<file path="src/rtl/pcc_regs.svh">
`ifndef PCC_REGS_SVH
`define PCC_REGS_SVH

// ----------------------------------------------------------------------
// Register byte offsets
// ----------------------------------------------------------------------
`define PCC_OFF_SCER      8'h00
`define PCC_OFF_SCDR      8'h04
`define PCC_OFF_SCSR      8'h08
`define PCC_OFF_MOR       8'h0C
`define PCC_OFF_MCFR      8'h10
`define PCC_OFF_PLLA      8'h14
`define PCC_OFF_PLLB      8'h18
`define PCC_OFF_MCKR      8'h1C
`define PCC_OFF_ICPR      8'h20
`define PCC_OFF_IER       8'h24
`define PCC_OFF_IDR       8'h28
`define PCC_OFF_IMR       8'h2C
`define PCC_OFF_SR        8'h30
`define PCC_PCK_BASE_HI   4'h4

// ----------------------------------------------------------------------
// Writable masks and reset values
// ----------------------------------------------------------------------
`define PCC_MOR_MASK      32'h0000_FF01
`define PCC_PLLA_MASK     32'h27FF_FFFF
`define PCC_PLLB_MASK     32'h37FF_FFFF
`define PCC_MCKR_MASK     32'h0000_031F
`define PCC_PCK_MASK      32'h0000_001F
`define PCC_ICPR_MASK     32'h0001_0001
`define PCC_IRQ_MASK      32'h0000_0F0F
`define PCC_CFG_RST       32'h0000_0000
`define PCC_SCSR_RST      32'h0000_0001

// ----------------------------------------------------------------------
// Field positions
// ----------------------------------------------------------------------
`define PCC_OSC_CNT_MSB   15
`define PCC_OSC_CNT_LSB   8
`define PCC_PLL_DIV_MSB   7
`define PCC_PLL_DIV_LSB   0
`define PCC_PLL_CNT_MSB   13
`define PCC_PLL_CNT_LSB   8
`define PCC_PLL_MUL_MSB   26
`define PCC_PLL_MUL_LSB   16
`define PCC_USB_DIV_MSB   29
`define PCC_USB_DIV_LSB   28
`define PCC_CSS_MSB       1
`define PCC_CSS_LSB       0
`define PCC_PRESCALE_SEL_MSB      4
`define PCC_PRESCALE_SEL_LSB      2
`define PCC_MASTER_CLK_DIV_MSB      9
`define PCC_MASTER_CLK_DIV_LSB      8
`define PCC_PCK_BIT_LSB   8

// ----------------------------------------------------------------------
// Timing counts
// ----------------------------------------------------------------------
`define PCC_OSC_STARTUP_MULT 11'd8
`define PCC_FREQ_WINDOW      5'd16
`define PCC_SETTLE_EDGES     2'd2

`endif

</file>
<file path="src/rtl/pcc_pkg.sv">
package pcc_pkg;

  // --------------------------------------------------------------------
  // Clock source selection
  // --------------------------------------------------------------------
  typedef enum logic [1:0] {
    SRC_SLOW  = 2'b00,
    SRC_MAIN  = 2'b01,
    SRC_PLL_A = 2'b10,
    SRC_PLL_B = 2'b11
  } pcc_src_e;

  // --------------------------------------------------------------------
  // Frequency measurement states
  // --------------------------------------------------------------------
  typedef enum logic [1:0] {
    FM_IDLE = 2'b00,
    FM_ARM  = 2'b01,
    FM_RUN  = 2'b10,
    FM_DONE = 2'b11
  } pcc_fm_e;

endpackage

</file>
<file path="src/rtl/pcc_top.sv">
// Local design decisions: register access over Avalon-MM and the register offsets.
`include "pcc_regs.svh"

module pcc_top #(
  parameter int unsigned FREQ_W = 16
) (
  // System
  input  wire logic        i_clk_sys,
  input  wire logic        i_rstn,
  // Clock sources, asynchronous to i_clk_sys
  input  wire logic        i_slow_clk,
  input  wire logic        i_main_clk,
  input  wire logic        i_pll_a_clk,
  input  wire logic        i_pll_b_clk,
  // Avalon-MM slave
  input  wire logic [7:0]  i_avs_address,
  input  wire logic        i_avs_read,
  input  wire logic        i_avs_write,
  input  wire logic [31:0] i_avs_writedata,
  input  wire logic [3:0]  i_avs_byteenable,
  output logic      [31:0] o_avs_readdata,
  output logic             o_avs_waitrequest,
  // Generated clocks
  output logic      [3:0]  o_prog_clk_out,
  output logic             o_master_clk,
  output logic             o_proc_clk,
  output logic             o_usb_clk,
  // Analog controls and interrupt
  output logic             o_main_osc_en,
  output logic             o_pll_a_on,
  output logic             o_pll_b_on,
  output logic             o_irq
);
  import pcc_pkg::*;

  // --------------------------------------------------------------------
  // Source synchronisers
  // --------------------------------------------------------------------
  logic [3:0] s1_q;
  logic [3:0] s2_q;
  logic [3:0] s3_q;
  logic       main_osc_stable_q;
  logic [1:0] pll_on_q;

  // Two flops before use, third only for edge detection
  always_ff @(posedge i_clk_sys or negedge i_rstn) begin
    if (!i_rstn) begin
      s1_q <= 4'h0;
      s2_q <= 4'h0;
      s3_q <= 4'h0;
    end else begin
      s1_q <= {i_pll_b_clk, i_pll_a_clk, i_main_clk, i_slow_clk};
      s2_q <= s1_q;
      s3_q <= s2_q;
    end
  end

  // Sources only count while their generator runs
  wire [3:0] src_on   = {pll_on_q, main_osc_stable_q, 1'b1};
  wire [3:0] src_lvl  = s2_q & src_on;
  wire [3:0] src_rise = s2_q & ~s3_q & src_on;
  wire       slow_tick = src_rise[SRC_SLOW];

  // --------------------------------------------------------------------
  // Avalon slave: one wait state, access taken when waitrequest is low
  // --------------------------------------------------------------------
  logic        wait_q;
  logic [31:0] rdata_q;
  logic [31:0] rd_mux;

  wire        req   = i_avs_read | i_avs_write;
  wire        wr    = i_avs_write & ~wait_q;
  wire [31:0] wd    = i_avs_writedata;
  wire [31:0] bmask = {{8{i_avs_byteenable[3]}}, {8{i_avs_byteenable[2]}},
                       {8{i_avs_byteenable[1]}}, {8{i_avs_byteenable[0]}}};
  wire [31:0] wdm   = wd & bmask;

  // Byte-lane merge of a write into a stored register
  function automatic logic [31:0] merge(input logic [31:0] old_v,
                                        input logic [31:0] msk);
    merge = ((old_v & ~bmask) | (wd & bmask)) & msk;
  endfunction

  always_ff @(posedge i_clk_sys or negedge i_rstn) begin
    if (!i_rstn) begin
      wait_q  <= 1'b1;
      rdata_q <= 32'h0000_0000;
    end else begin
      wait_q <= ~(req & wait_q);
      if (req & wait_q) begin
        rdata_q <= rd_mux;
      end
    end
  end

  // Address decode
  wire       wr_scer = wr && (i_avs_address == `PCC_OFF_SCER);
  wire       wr_scdr = wr && (i_avs_address == `PCC_OFF_SCDR);
  wire       wr_mor  = wr && (i_avs_address == `PCC_OFF_MOR);
  wire       wr_plla = wr && (i_avs_address == `PCC_OFF_PLLA);
  wire       wr_pllb = wr && (i_avs_address == `PCC_OFF_PLLB);
  wire       wr_mckr = wr && (i_avs_address == `PCC_OFF_MCKR);
  wire       wr_icpr = wr && (i_avs_address == `PCC_OFF_ICPR);
  wire       wr_ier  = wr && (i_avs_address == `PCC_OFF_IER);
  wire       wr_idr  = wr && (i_avs_address == `PCC_OFF_IDR);
  wire       pck_hit = (i_avs_address[7:4] == `PCC_PCK_BASE_HI);
  wire [1:0] pck_idx = i_avs_address[3:2];

  // --------------------------------------------------------------------
  // Configuration registers
  // --------------------------------------------------------------------
  logic [31:0] mor_q;
  logic [31:0] pll_q [0:1];
  logic [31:0] mckr_q;
  logic [31:0] icpr_q;
  logic [31:0] imr_q;
  logic [31:0] pck_q [0:3];
  logic        proc_en_q;
  logic [3:0]  pck_en_q;

  wire [31:0] mor_new  = merge(mor_q, `PCC_MOR_MASK);
  wire [31:0] plla_new = merge(pll_q[0], `PCC_PLLA_MASK);
  wire [31:0] pllb_new = merge(pll_q[1], `PCC_PLLB_MASK);
  wire [3:0]  pck_wdm  = wdm[`PCC_PCK_BIT_LSB +: 4];

  always_ff @(posedge i_clk_sys or negedge i_rstn) begin
    if (!i_rstn) begin
      mor_q    <= `PCC_CFG_RST;
      pll_q[0] <= `PCC_CFG_RST;
      pll_q[1] <= `PCC_CFG_RST;
      mckr_q   <= `PCC_CFG_RST;
      icpr_q   <= `PCC_CFG_RST;
      imr_q    <= `PCC_CFG_RST;
    end else begin
      if (wr_mor)  mor_q    <= mor_new;
      if (wr_plla) pll_q[0] <= plla_new;
      if (wr_pllb) pll_q[1] <= pllb_new;
      if (wr_mckr) mckr_q   <= merge(mckr_q, `PCC_MCKR_MASK);
      if (wr_icpr) icpr_q   <= merge(icpr_q, `PCC_ICPR_MASK);
      if (wr_ier)  imr_q    <= imr_q | (wdm & `PCC_IRQ_MASK);
      if (wr_idr)  imr_q    <= imr_q & ~wdm;
    end
  end

  // Output clock configuration and write-one enable/disable
  always_ff @(posedge i_clk_sys or negedge i_rstn) begin
    if (!i_rstn) begin
      for (int k = 0; k < 4; k++) pck_q[k] <= `PCC_CFG_RST;
      proc_en_q <= 1'(`PCC_SCSR_RST);
      pck_en_q  <= 4'h0;
    end else begin
      if (wr && pck_hit) pck_q[pck_idx] <= merge(pck_q[pck_idx],
                                                 `PCC_PCK_MASK);
      if (wr_scer) begin
        proc_en_q <= proc_en_q | wdm[0];
        pck_en_q  <= pck_en_q | pck_wdm;
      end else if (wr_scdr) begin
        proc_en_q <= proc_en_q & ~wdm[0];
        pck_en_q  <= pck_en_q & ~pck_wdm;
      end
    end
  end

  // --------------------------------------------------------------------
  // Main oscillator start-up
  // --------------------------------------------------------------------
  logic [10:0] osc_cnt_q;
  wire         osc_en   = mor_q[0];
  wire [10:0]  osc_load = 11'(mor_new[`PCC_OSC_CNT_MSB:`PCC_OSC_CNT_LSB])
                          * `PCC_OSC_STARTUP_MULT;

  // Reload on every write so a new count restarts the wait
  always_ff @(posedge i_clk_sys or negedge i_rstn) begin
    if (!i_rstn) begin
      osc_cnt_q <= 11'h000;
      main_osc_stable_q   <= 1'b0;
    end else if (wr_mor) begin
      osc_cnt_q <= osc_load;
      main_osc_stable_q   <= 1'b0;
    end else if (!osc_en) begin
      osc_cnt_q <= 11'h000;
      main_osc_stable_q   <= 1'b0;
    end else if (osc_cnt_q == 11'h000) begin
      main_osc_stable_q   <= 1'b1;
    end else if (slow_tick) begin
      osc_cnt_q <= osc_cnt_q - 11'h001;
    end
  end

  // --------------------------------------------------------------------
  // Main clock frequency measurement
  // --------------------------------------------------------------------
  pcc_fm_e           fm_q;
  logic [4:0]        fwin_q;
  logic [FREQ_W-1:0] fcnt_q;
  logic [FREQ_W-1:0] main_freq_count_q;
  logic              mrdy_q;

  // Window aligned to a slow edge; main edges above half of i_clk_sys
  // cannot be seen by this sampling scheme
  always_ff @(posedge i_clk_sys or negedge i_rstn) begin
    if (!i_rstn) begin
      fm_q    <= FM_IDLE;
      fwin_q  <= 5'h00;
      fcnt_q  <= '0;
      main_freq_count_q <= '0;
      mrdy_q  <= 1'b0;
    end else if (wr_mor || !main_osc_stable_q) begin
      fm_q   <= FM_IDLE;
      mrdy_q <= 1'b0;
    end else begin
      case (fm_q)
        FM_IDLE: begin
          fm_q <= FM_ARM;
        end
        FM_ARM: begin
          if (slow_tick) begin
            fm_q   <= FM_RUN;
            fwin_q <= 5'h00;
            fcnt_q <= '0;
          end
        end
        FM_RUN: begin
          if (src_rise[SRC_MAIN]) fcnt_q <= fcnt_q + 1'b1;
          if (slow_tick) begin
            fwin_q <= fwin_q + 5'h01;
            if (fwin_q == `PCC_FREQ_WINDOW - 5'h01) begin
              fm_q    <= FM_DONE;
              main_freq_count_q <= fcnt_q;
              mrdy_q  <= 1'b1;
            end
          end
        end
        FM_DONE: begin
          fm_q <= FM_DONE;
        end
        default: begin
          fm_q <= FM_IDLE;
        end
      endcase
    end
  end

  // --------------------------------------------------------------------
  // PLL lock counters and enables
  // --------------------------------------------------------------------
  logic [1:0] lock_q;
  wire  [1:0] wr_pll = {wr_pllb, wr_plla};
  wire [31:0] pll_new [0:1];
  assign pll_new[0] = plla_new;
  assign pll_new[1] = pllb_new;

  genvar p;
  generate
    for (p = 0; p < 2; p++) begin : g_pll
      logic [5:0] cnt_q;
      logic       busy_q;
      wire        div_on = |pll_q[p][`PCC_PLL_DIV_MSB:`PCC_PLL_DIV_LSB];
      wire        mul_on = |pll_q[p][`PCC_PLL_MUL_MSB:`PCC_PLL_MUL_LSB];

      // Any write restarts the lock wait
      always_ff @(posedge i_clk_sys or negedge i_rstn) begin
        if (!i_rstn) begin
          cnt_q     <= 6'h00;
          busy_q    <= 1'b0;
          lock_q[p] <= 1'b0;
          pll_on_q[p] <= 1'b0;
        end else begin
          pll_on_q[p] <= div_on & mul_on;
          if (wr_pll[p]) begin
            cnt_q     <= pll_new[p][`PCC_PLL_CNT_MSB:`PCC_PLL_CNT_LSB];
            busy_q    <= 1'b1;
            lock_q[p] <= 1'b0;
          end else if (busy_q && cnt_q == 6'h00) begin
            busy_q    <= 1'b0;
            lock_q[p] <= 1'b1;
          end else if (busy_q && slow_tick) begin
            cnt_q     <= cnt_q - 6'h01;
          end
        end
      end
    end
  endgenerate

  // --------------------------------------------------------------------
  // Master source with fallback while the selected PLL relocks
  // --------------------------------------------------------------------
  logic [1:0] mcss_q;
  wire  [1:0] mcss_cfg = mckr_q[`PCC_CSS_MSB:`PCC_CSS_LSB];
  wire        fb_a     = (mcss_cfg == SRC_PLL_A) && !lock_q[0];
  wire        fb_b     = (mcss_cfg == SRC_PLL_B) && !lock_q[1];
  wire  [1:0] mcss_eff = fb_a ? SRC_SLOW :
                         fb_b ? SRC_MAIN : mcss_cfg;

  always_ff @(posedge i_clk_sys or negedge i_rstn) begin
    if (!i_rstn) begin
      mcss_q <= SRC_SLOW;
    end else begin
      mcss_q <= mcss_eff;
    end
  end

  // --------------------------------------------------------------------
  // Prescaler entries: 0..3 output clocks, 4 processor clock
  // --------------------------------------------------------------------
  wire [1:0] ent_css  [0:4];
  wire [2:0] ent_prescale_sel [0:4];
  wire [4:0] ent_rst;
  wire [4:0] ent_gate;
  logic [4:0] out_q;
  logic [4:0] rdy_q;

  assign ent_css[4]  = mcss_eff;
  assign ent_prescale_sel[4] = mckr_q[`PCC_PRESCALE_SEL_MSB:`PCC_PRESCALE_SEL_LSB];
  assign ent_rst[4]  = wr_mckr || (mcss_eff != mcss_q);
  assign ent_gate[4] = 1'b1;

  genvar i;
  generate
    for (i = 0; i < 5; i++) begin : g_ent
      logic [5:0] pcnt_q;
      logic [1:0] settle_q;
      wire        s_rise = src_rise[ent_css[i]];
      wire        s_lvl  = src_lvl[ent_css[i]];
      wire        lvl    = (ent_prescale_sel[i] == 3'd0) ? s_lvl :
                           (ent_prescale_sel[i] >= 3'd6) ? pcnt_q[5] :
                           pcnt_q[ent_prescale_sel[i] - 3'd1];

      if (i < 4) begin : g_cfg
        assign ent_css[i]  = pck_q[i][`PCC_CSS_MSB:`PCC_CSS_LSB];
        assign ent_prescale_sel[i] = pck_q[i][`PCC_PRESCALE_SEL_MSB:`PCC_PRESCALE_SEL_LSB];
        assign ent_rst[i]  = (wr && pck_hit && pck_idx == i) ||
                             ((wr_scer || wr_scdr) && pck_wdm[i]);
        assign ent_gate[i] = pck_en_q[i];
      end

      // Divider counts source edges; no glitch guard on reprogramming
      always_ff @(posedge i_clk_sys or negedge i_rstn) begin
        if (!i_rstn) begin
          pcnt_q <= 6'h00;
          out_q[i] <= 1'b0;
        end else begin
          if (s_rise) pcnt_q <= pcnt_q + 6'h01;
          out_q[i] <= lvl & ent_gate[i];
        end
      end

      // Ready once the new setting has seen settled source edges
      always_ff @(posedge i_clk_sys or negedge i_rstn) begin
        if (!i_rstn) begin
          settle_q <= 2'h0;
          rdy_q[i] <= 1'b0;
        end else if (ent_rst[i]) begin
          settle_q <= 2'h0;
          rdy_q[i] <= 1'b0;
        end else if (s_rise && !rdy_q[i]) begin
          settle_q <= settle_q + 2'h1;
          if (settle_q == `PCC_SETTLE_EDGES - 2'h1) rdy_q[i] <= 1'b1;
        end
      end
    end
  endgenerate

  // --------------------------------------------------------------------
  // Master divider, USB divider and output flops
  // --------------------------------------------------------------------
  logic       pck_d1_q;
  logic [1:0] mcnt_q;
  logic [1:0] ucnt_q;
  wire  [1:0] master_clk_div   = mckr_q[`PCC_MASTER_CLK_DIV_MSB:`PCC_MASTER_CLK_DIV_LSB];
  wire  [1:0] usb_clk_div = pll_q[1][`PCC_USB_DIV_MSB:`PCC_USB_DIV_LSB];
  wire        p_rise = out_q[4] & ~pck_d1_q;
  wire        m_lvl  = (master_clk_div == 2'd0) ? out_q[4] :
                       (master_clk_div == 2'd1) ? mcnt_q[0] : mcnt_q[1];
  wire        u_lvl  = (usb_clk_div == 2'd0) ? src_lvl[SRC_PLL_B] :
                       (usb_clk_div == 2'd1) ? ucnt_q[0] : ucnt_q[1];

  always_ff @(posedge i_clk_sys or negedge i_rstn) begin
    if (!i_rstn) begin
      pck_d1_q     <= 1'b0;
      mcnt_q       <= 2'h0;
      ucnt_q       <= 2'h0;
      o_master_clk <= 1'b0;
      o_proc_clk   <= 1'b0;
      o_usb_clk    <= 1'b0;
    end else begin
      pck_d1_q     <= out_q[4];
      if (p_rise) mcnt_q <= mcnt_q + 2'h1;
      if (src_rise[SRC_PLL_B]) ucnt_q <= ucnt_q + 2'h1;
      o_master_clk <= m_lvl;
      o_proc_clk   <= out_q[4] & proc_en_q;
      o_usb_clk    <= u_lvl;
    end
  end

  // --------------------------------------------------------------------
  // Status, interrupt and read-back
  // --------------------------------------------------------------------
  wire        master_clk_ready = rdy_q[4] & ~fb_a & ~fb_b;
  wire [3:0]  pckrdy = rdy_q[3:0] & pck_en_q;
  wire [31:0] sr_v   = {20'h00000, pckrdy, 4'h0, master_clk_ready, lock_q, main_osc_stable_q};
  wire [31:0] scsr_v = {20'h00000, pck_en_q, 7'h00, proc_en_q};
  wire [31:0] mcfr_v = {15'h0000, mrdy_q, 16'(main_freq_count_q)};

  always_ff @(posedge i_clk_sys or negedge i_rstn) begin
    if (!i_rstn) begin
      o_irq         <= 1'b0;
      o_main_osc_en <= 1'b0;
      o_pll_a_on    <= 1'b0;
      o_pll_b_on    <= 1'b0;
    end else begin
      o_irq         <= |(sr_v & imr_q);
      o_main_osc_en <= osc_en;
      o_pll_a_on    <= pll_on_q[0];
      o_pll_b_on    <= pll_on_q[1];
    end
  end

  // Unmapped addresses read zero
  assign rd_mux =
    (i_avs_address == `PCC_OFF_SCSR) ? scsr_v :
    (i_avs_address == `PCC_OFF_MOR)  ? mor_q :
    (i_avs_address == `PCC_OFF_MCFR) ? mcfr_v :
    (i_avs_address == `PCC_OFF_PLLA) ? pll_q[0] :
    (i_avs_address == `PCC_OFF_PLLB) ? pll_q[1] :
    (i_avs_address == `PCC_OFF_MCKR) ? mckr_q :
    (i_avs_address == `PCC_OFF_ICPR) ? icpr_q :
    (i_avs_address == `PCC_OFF_IMR)  ? imr_q :
    (i_avs_address == `PCC_OFF_SR)   ? sr_v :
    pck_hit                          ? pck_q[pck_idx] : 32'h0000_0000;

  assign o_avs_readdata    = rdata_q;
  assign o_avs_waitrequest = wait_q;
  assign o_prog_clk_out    = out_q[3:0];

endmodule

</file>
<file path="config.mk">
export PLATFORM = sky130hd
export DESIGN_NAME = pcc_top
export DESIGN_NICKNAME = d
export VERILOG_FILES = /design/src/rtl/pcc_pkg.sv /design/src/rtl/pcc_top.sv
export VERILOG_INCLUDE_DIRS = /design/src /design/src/rtl
export SDC_FILE = /design/constraint.sdc
export NUM_CORES = 1
export LEC_CHECK = 0
export BUFFER_PORTS_ARGS = -buffer_cell sky130_fd_sc_hd__buf_2
export CAP_MARGIN = 25
export CORE_UTILIZATION = 25
export CTS_CLUSTER_DIAMETER = 100
export DETAILED_ROUTE_END_ITERATION = 16
export PLACE_DENSITY = 0.44
export SYNTH_ARGS = -nofsm -noshare
export SYNTH_HDL_FRONTEND = slang
export SYNTH_SLANG_ARGS = --single-unit
</file>
<file path="constraint.sdc">
create_clock -name i_clk_sys -period 1.9 [get_ports i_clk_sys]
set_input_delay 0.38 -clock i_clk_sys [delete_from_list [all_inputs] [get_ports i_clk_sys]]
set_output_delay 0.38 -clock i_clk_sys [all_outputs]
set_load 0.05 [all_outputs]
</file>
==> flow_summary.ini <==
[worst_setup_path]
critPathMaxFanout = 2
arrival_ps = 2330
end_kind = flop
critPathKind = flop to flop
worst_setup_path_start_kind = flop
required_ps = 2230

[global_routing]
antenna_found_initial = 4
grt_pass1_vias = 12571
grt_remaining_overflow = 0
grt_start_max_net_pins = 58
grt_usage_pct = 16.2
grt_pass1_wl_mm = 77.4

[final_layout]
drive_above_1_share_pct = 35.0
areaGrowthSynthToFinish_pct = 32.9
final_common_cell = dfrtp_1
multi_input_area_mm2 = 0.00737
stdcell_area_mm2 = 0.0203
nets = 1793
layout_common_cells = dfrtp_1 (307), buf_4 (199), nand2_1 (124)
fillers = 6131
area.sequential_mm2 = 0.00779

[floorplanning]
fp.dieH_um = 249
core-area_mm2 = 0.0604
initial_utilization_pct = 25.3
io_pins = 96
die_x_um = 249
num_rows = 90
die-area_mm2 = 0.0620

[place]
gp_congestion = 0.886
placed_area_mm2 = 0.0183
dp_hpwl_mm = 37.6
place.port_buffers = 95

[logic_synthesis]
synth_area_leaders = dfrtp_1 (51%), mux2_2 (6.2%), mux4_2 (3.4%)
synth_top_cell_by_area = dfrtp_1
yosys_warnings = 0
synth_edf_count = 0
synth_seq_cells = 311
dominantRegCellSynth = dfrtp_1
syn_area_per_cell_um2 = 10.9
syn-cell-area_mm2 = 0.0152
seq_area_frac_synth_pct = 51.1
synth_async_sr_flop_share_pct = 100
syn_nets = 1483
synth_cell_types = 82
syn_inst = 1396
yosysTopAreaCellShare_pct = 50.7

[timing]
timing.slew.headroom_pct = 63.7
tightest_slew_ps = 542
drv_slew = 0
post-route-min-period_ps = 2000
fin_worst_skew_ps = 12.4
setup_viol_count_final = 4
worst_slack_ps = -98.6
hold_viol = 0
fmax_mhz = 500
min_period_over_period_pct = 105
rsz0062_at_grt = true

[route]
viasPerCell = 4.90
wire_per_inst_um = 20.0
dr.pass1.iters = 5
ant_nets = 0
vias = 12343
post-route-drc-count = 0
drtIter0Drc = 849
wl_mm = 50.4

[cts]
root_buffer = clkbuf_16
cts_tree = yes
insertion_delay_ps = 550
htree_levels = 2
cts_sinks = 311
clk_path_buf_depth = 3
clk_pin_slew_ps = 60
cts_buffers = 39

[power_and_ir_drop]
powerDensity_mw_per_mm2 = 902
power_mw = 18.3
ir_worst_vdd_uv = 577
leakage_nw = 9.06

[run_status]
failed_checks = setup timing
outcome = finished with violations

[flow_run]
cap_violations = 0

[hold_path]
holdCritPathClass = primary input to flop
## synth_stat cells, types with 12 or more instances
cell / count
nand3_1: 35
a21boi_0: 20
xnor2_1: 34
mux2_2: 84
a21oi_1: 63
xor2_1: 23
a222oi_1: 15
nand2_1: 132
clkbuf_1: 36
o21ai_0: 101
a211oi_1: 12
buf_2: 15
inv_1: 50
nor4_1: 13
nand4_1: 23
dfrtp_1: 309
mux4_2: 23
a31oi_1: 34
o22ai_1: 12
and3_1: 17
nor2_1: 85
ha_1: 35
## logic make-up after synthesis
kind of cell	synth area share (%)
compound gates	14.7
xor+xnor	3.27
flops	51.1
fa+ha+maj	2.87
mux	11.1
buf+inv	3.45
simple gates	13.5
## routing by layer
| metal | up-vias | global-route usage (%) | routed length [um] | part of all wire [%] |
|---|---|---|---|---|
| met5 | - | 0 | 16 | 0.032 |
| met4 | 4 | 5.31 | 1190 | 2.4 |
| met2 | 314 | 25.0 | 22700 | 45 |
| met3 | 62 | 2.97 | 2600 | 5.2 |
| li1 | 5759 | - | - | - |
| met1 | 6204 | 22.9 | 23800 | 47 |
## per-stage QoR
step	cells	setup WS [ps]	TNS (ps)	utilization, %	hold WS, ps
2_1_floorplan	1396	-96.5	-2280	-	84.4
3_3_place_gp	2424	-431	-48010	30.3	335
3_5_place_dp	2424	-419	-51600	30.3	336
4_1_cts	2508	-94.8	-303	32.9	7.90
5_1_grt	2518	-221	-1240	33.6	29.8
6_report	2520	-98.6	-282	33.6	33.1
## cell type report
cell class                 count  area share (%)
clock buffer                  64            5.83
antenna                        3          0.0370
sequential                   311            38.4
multi-input combinational    966            36.4
inverter                      50           0.944
timing repair buffer         338            13.0
clock inverter                 6           0.543
tap                          782            4.83
## worst max-delay path, stage by stage, from the launching register on
cell and delay, ps:
dfrtp_1 370, inv_2 60, ha_4 270, mux4_2 510, o211ai_1 110, o311ai_1 130
o21ai_1 100, o211ai_1 250
## power breakdown
| group | total (mW) | internal [mW] | switching (mW) |
|---|---|---|---|
| combinational | 2.77 | 1.34 | 1.42 |
| sequential | 7.98 | 7.28 | 0.694 |
| clock | 7.54 | 4.64 | 2.89 |
## path summary, 6_finish.rpt
kind	to	start	slack [ps]	cells past startpoint
max reg2reg	out_q[4]	flop	-100	7
max	out_q[4]	flop	-100	7
min reg2reg	s2_q[3]	s1_q[3]	350	0
max in group asynchronous	s2_q[0]	i_rstn	870	3
min	imr_q[30]	i_avs_writedata[30]	30	2
min in group asynchronous	o_avs_readdata[19]	i_rstn	330	2
## timing repair
action                                  4_1_cts  5_1_grt
hold buffers                                  7        0
pin swaps                                    13       29
buffers inserted                              8        9
endpoints found under the setup margin       51      119
hold endpoints to repair                     40        0
resized for setup                            35       79
cloned                                        0        1
Power figures use the tool's default switching activity.
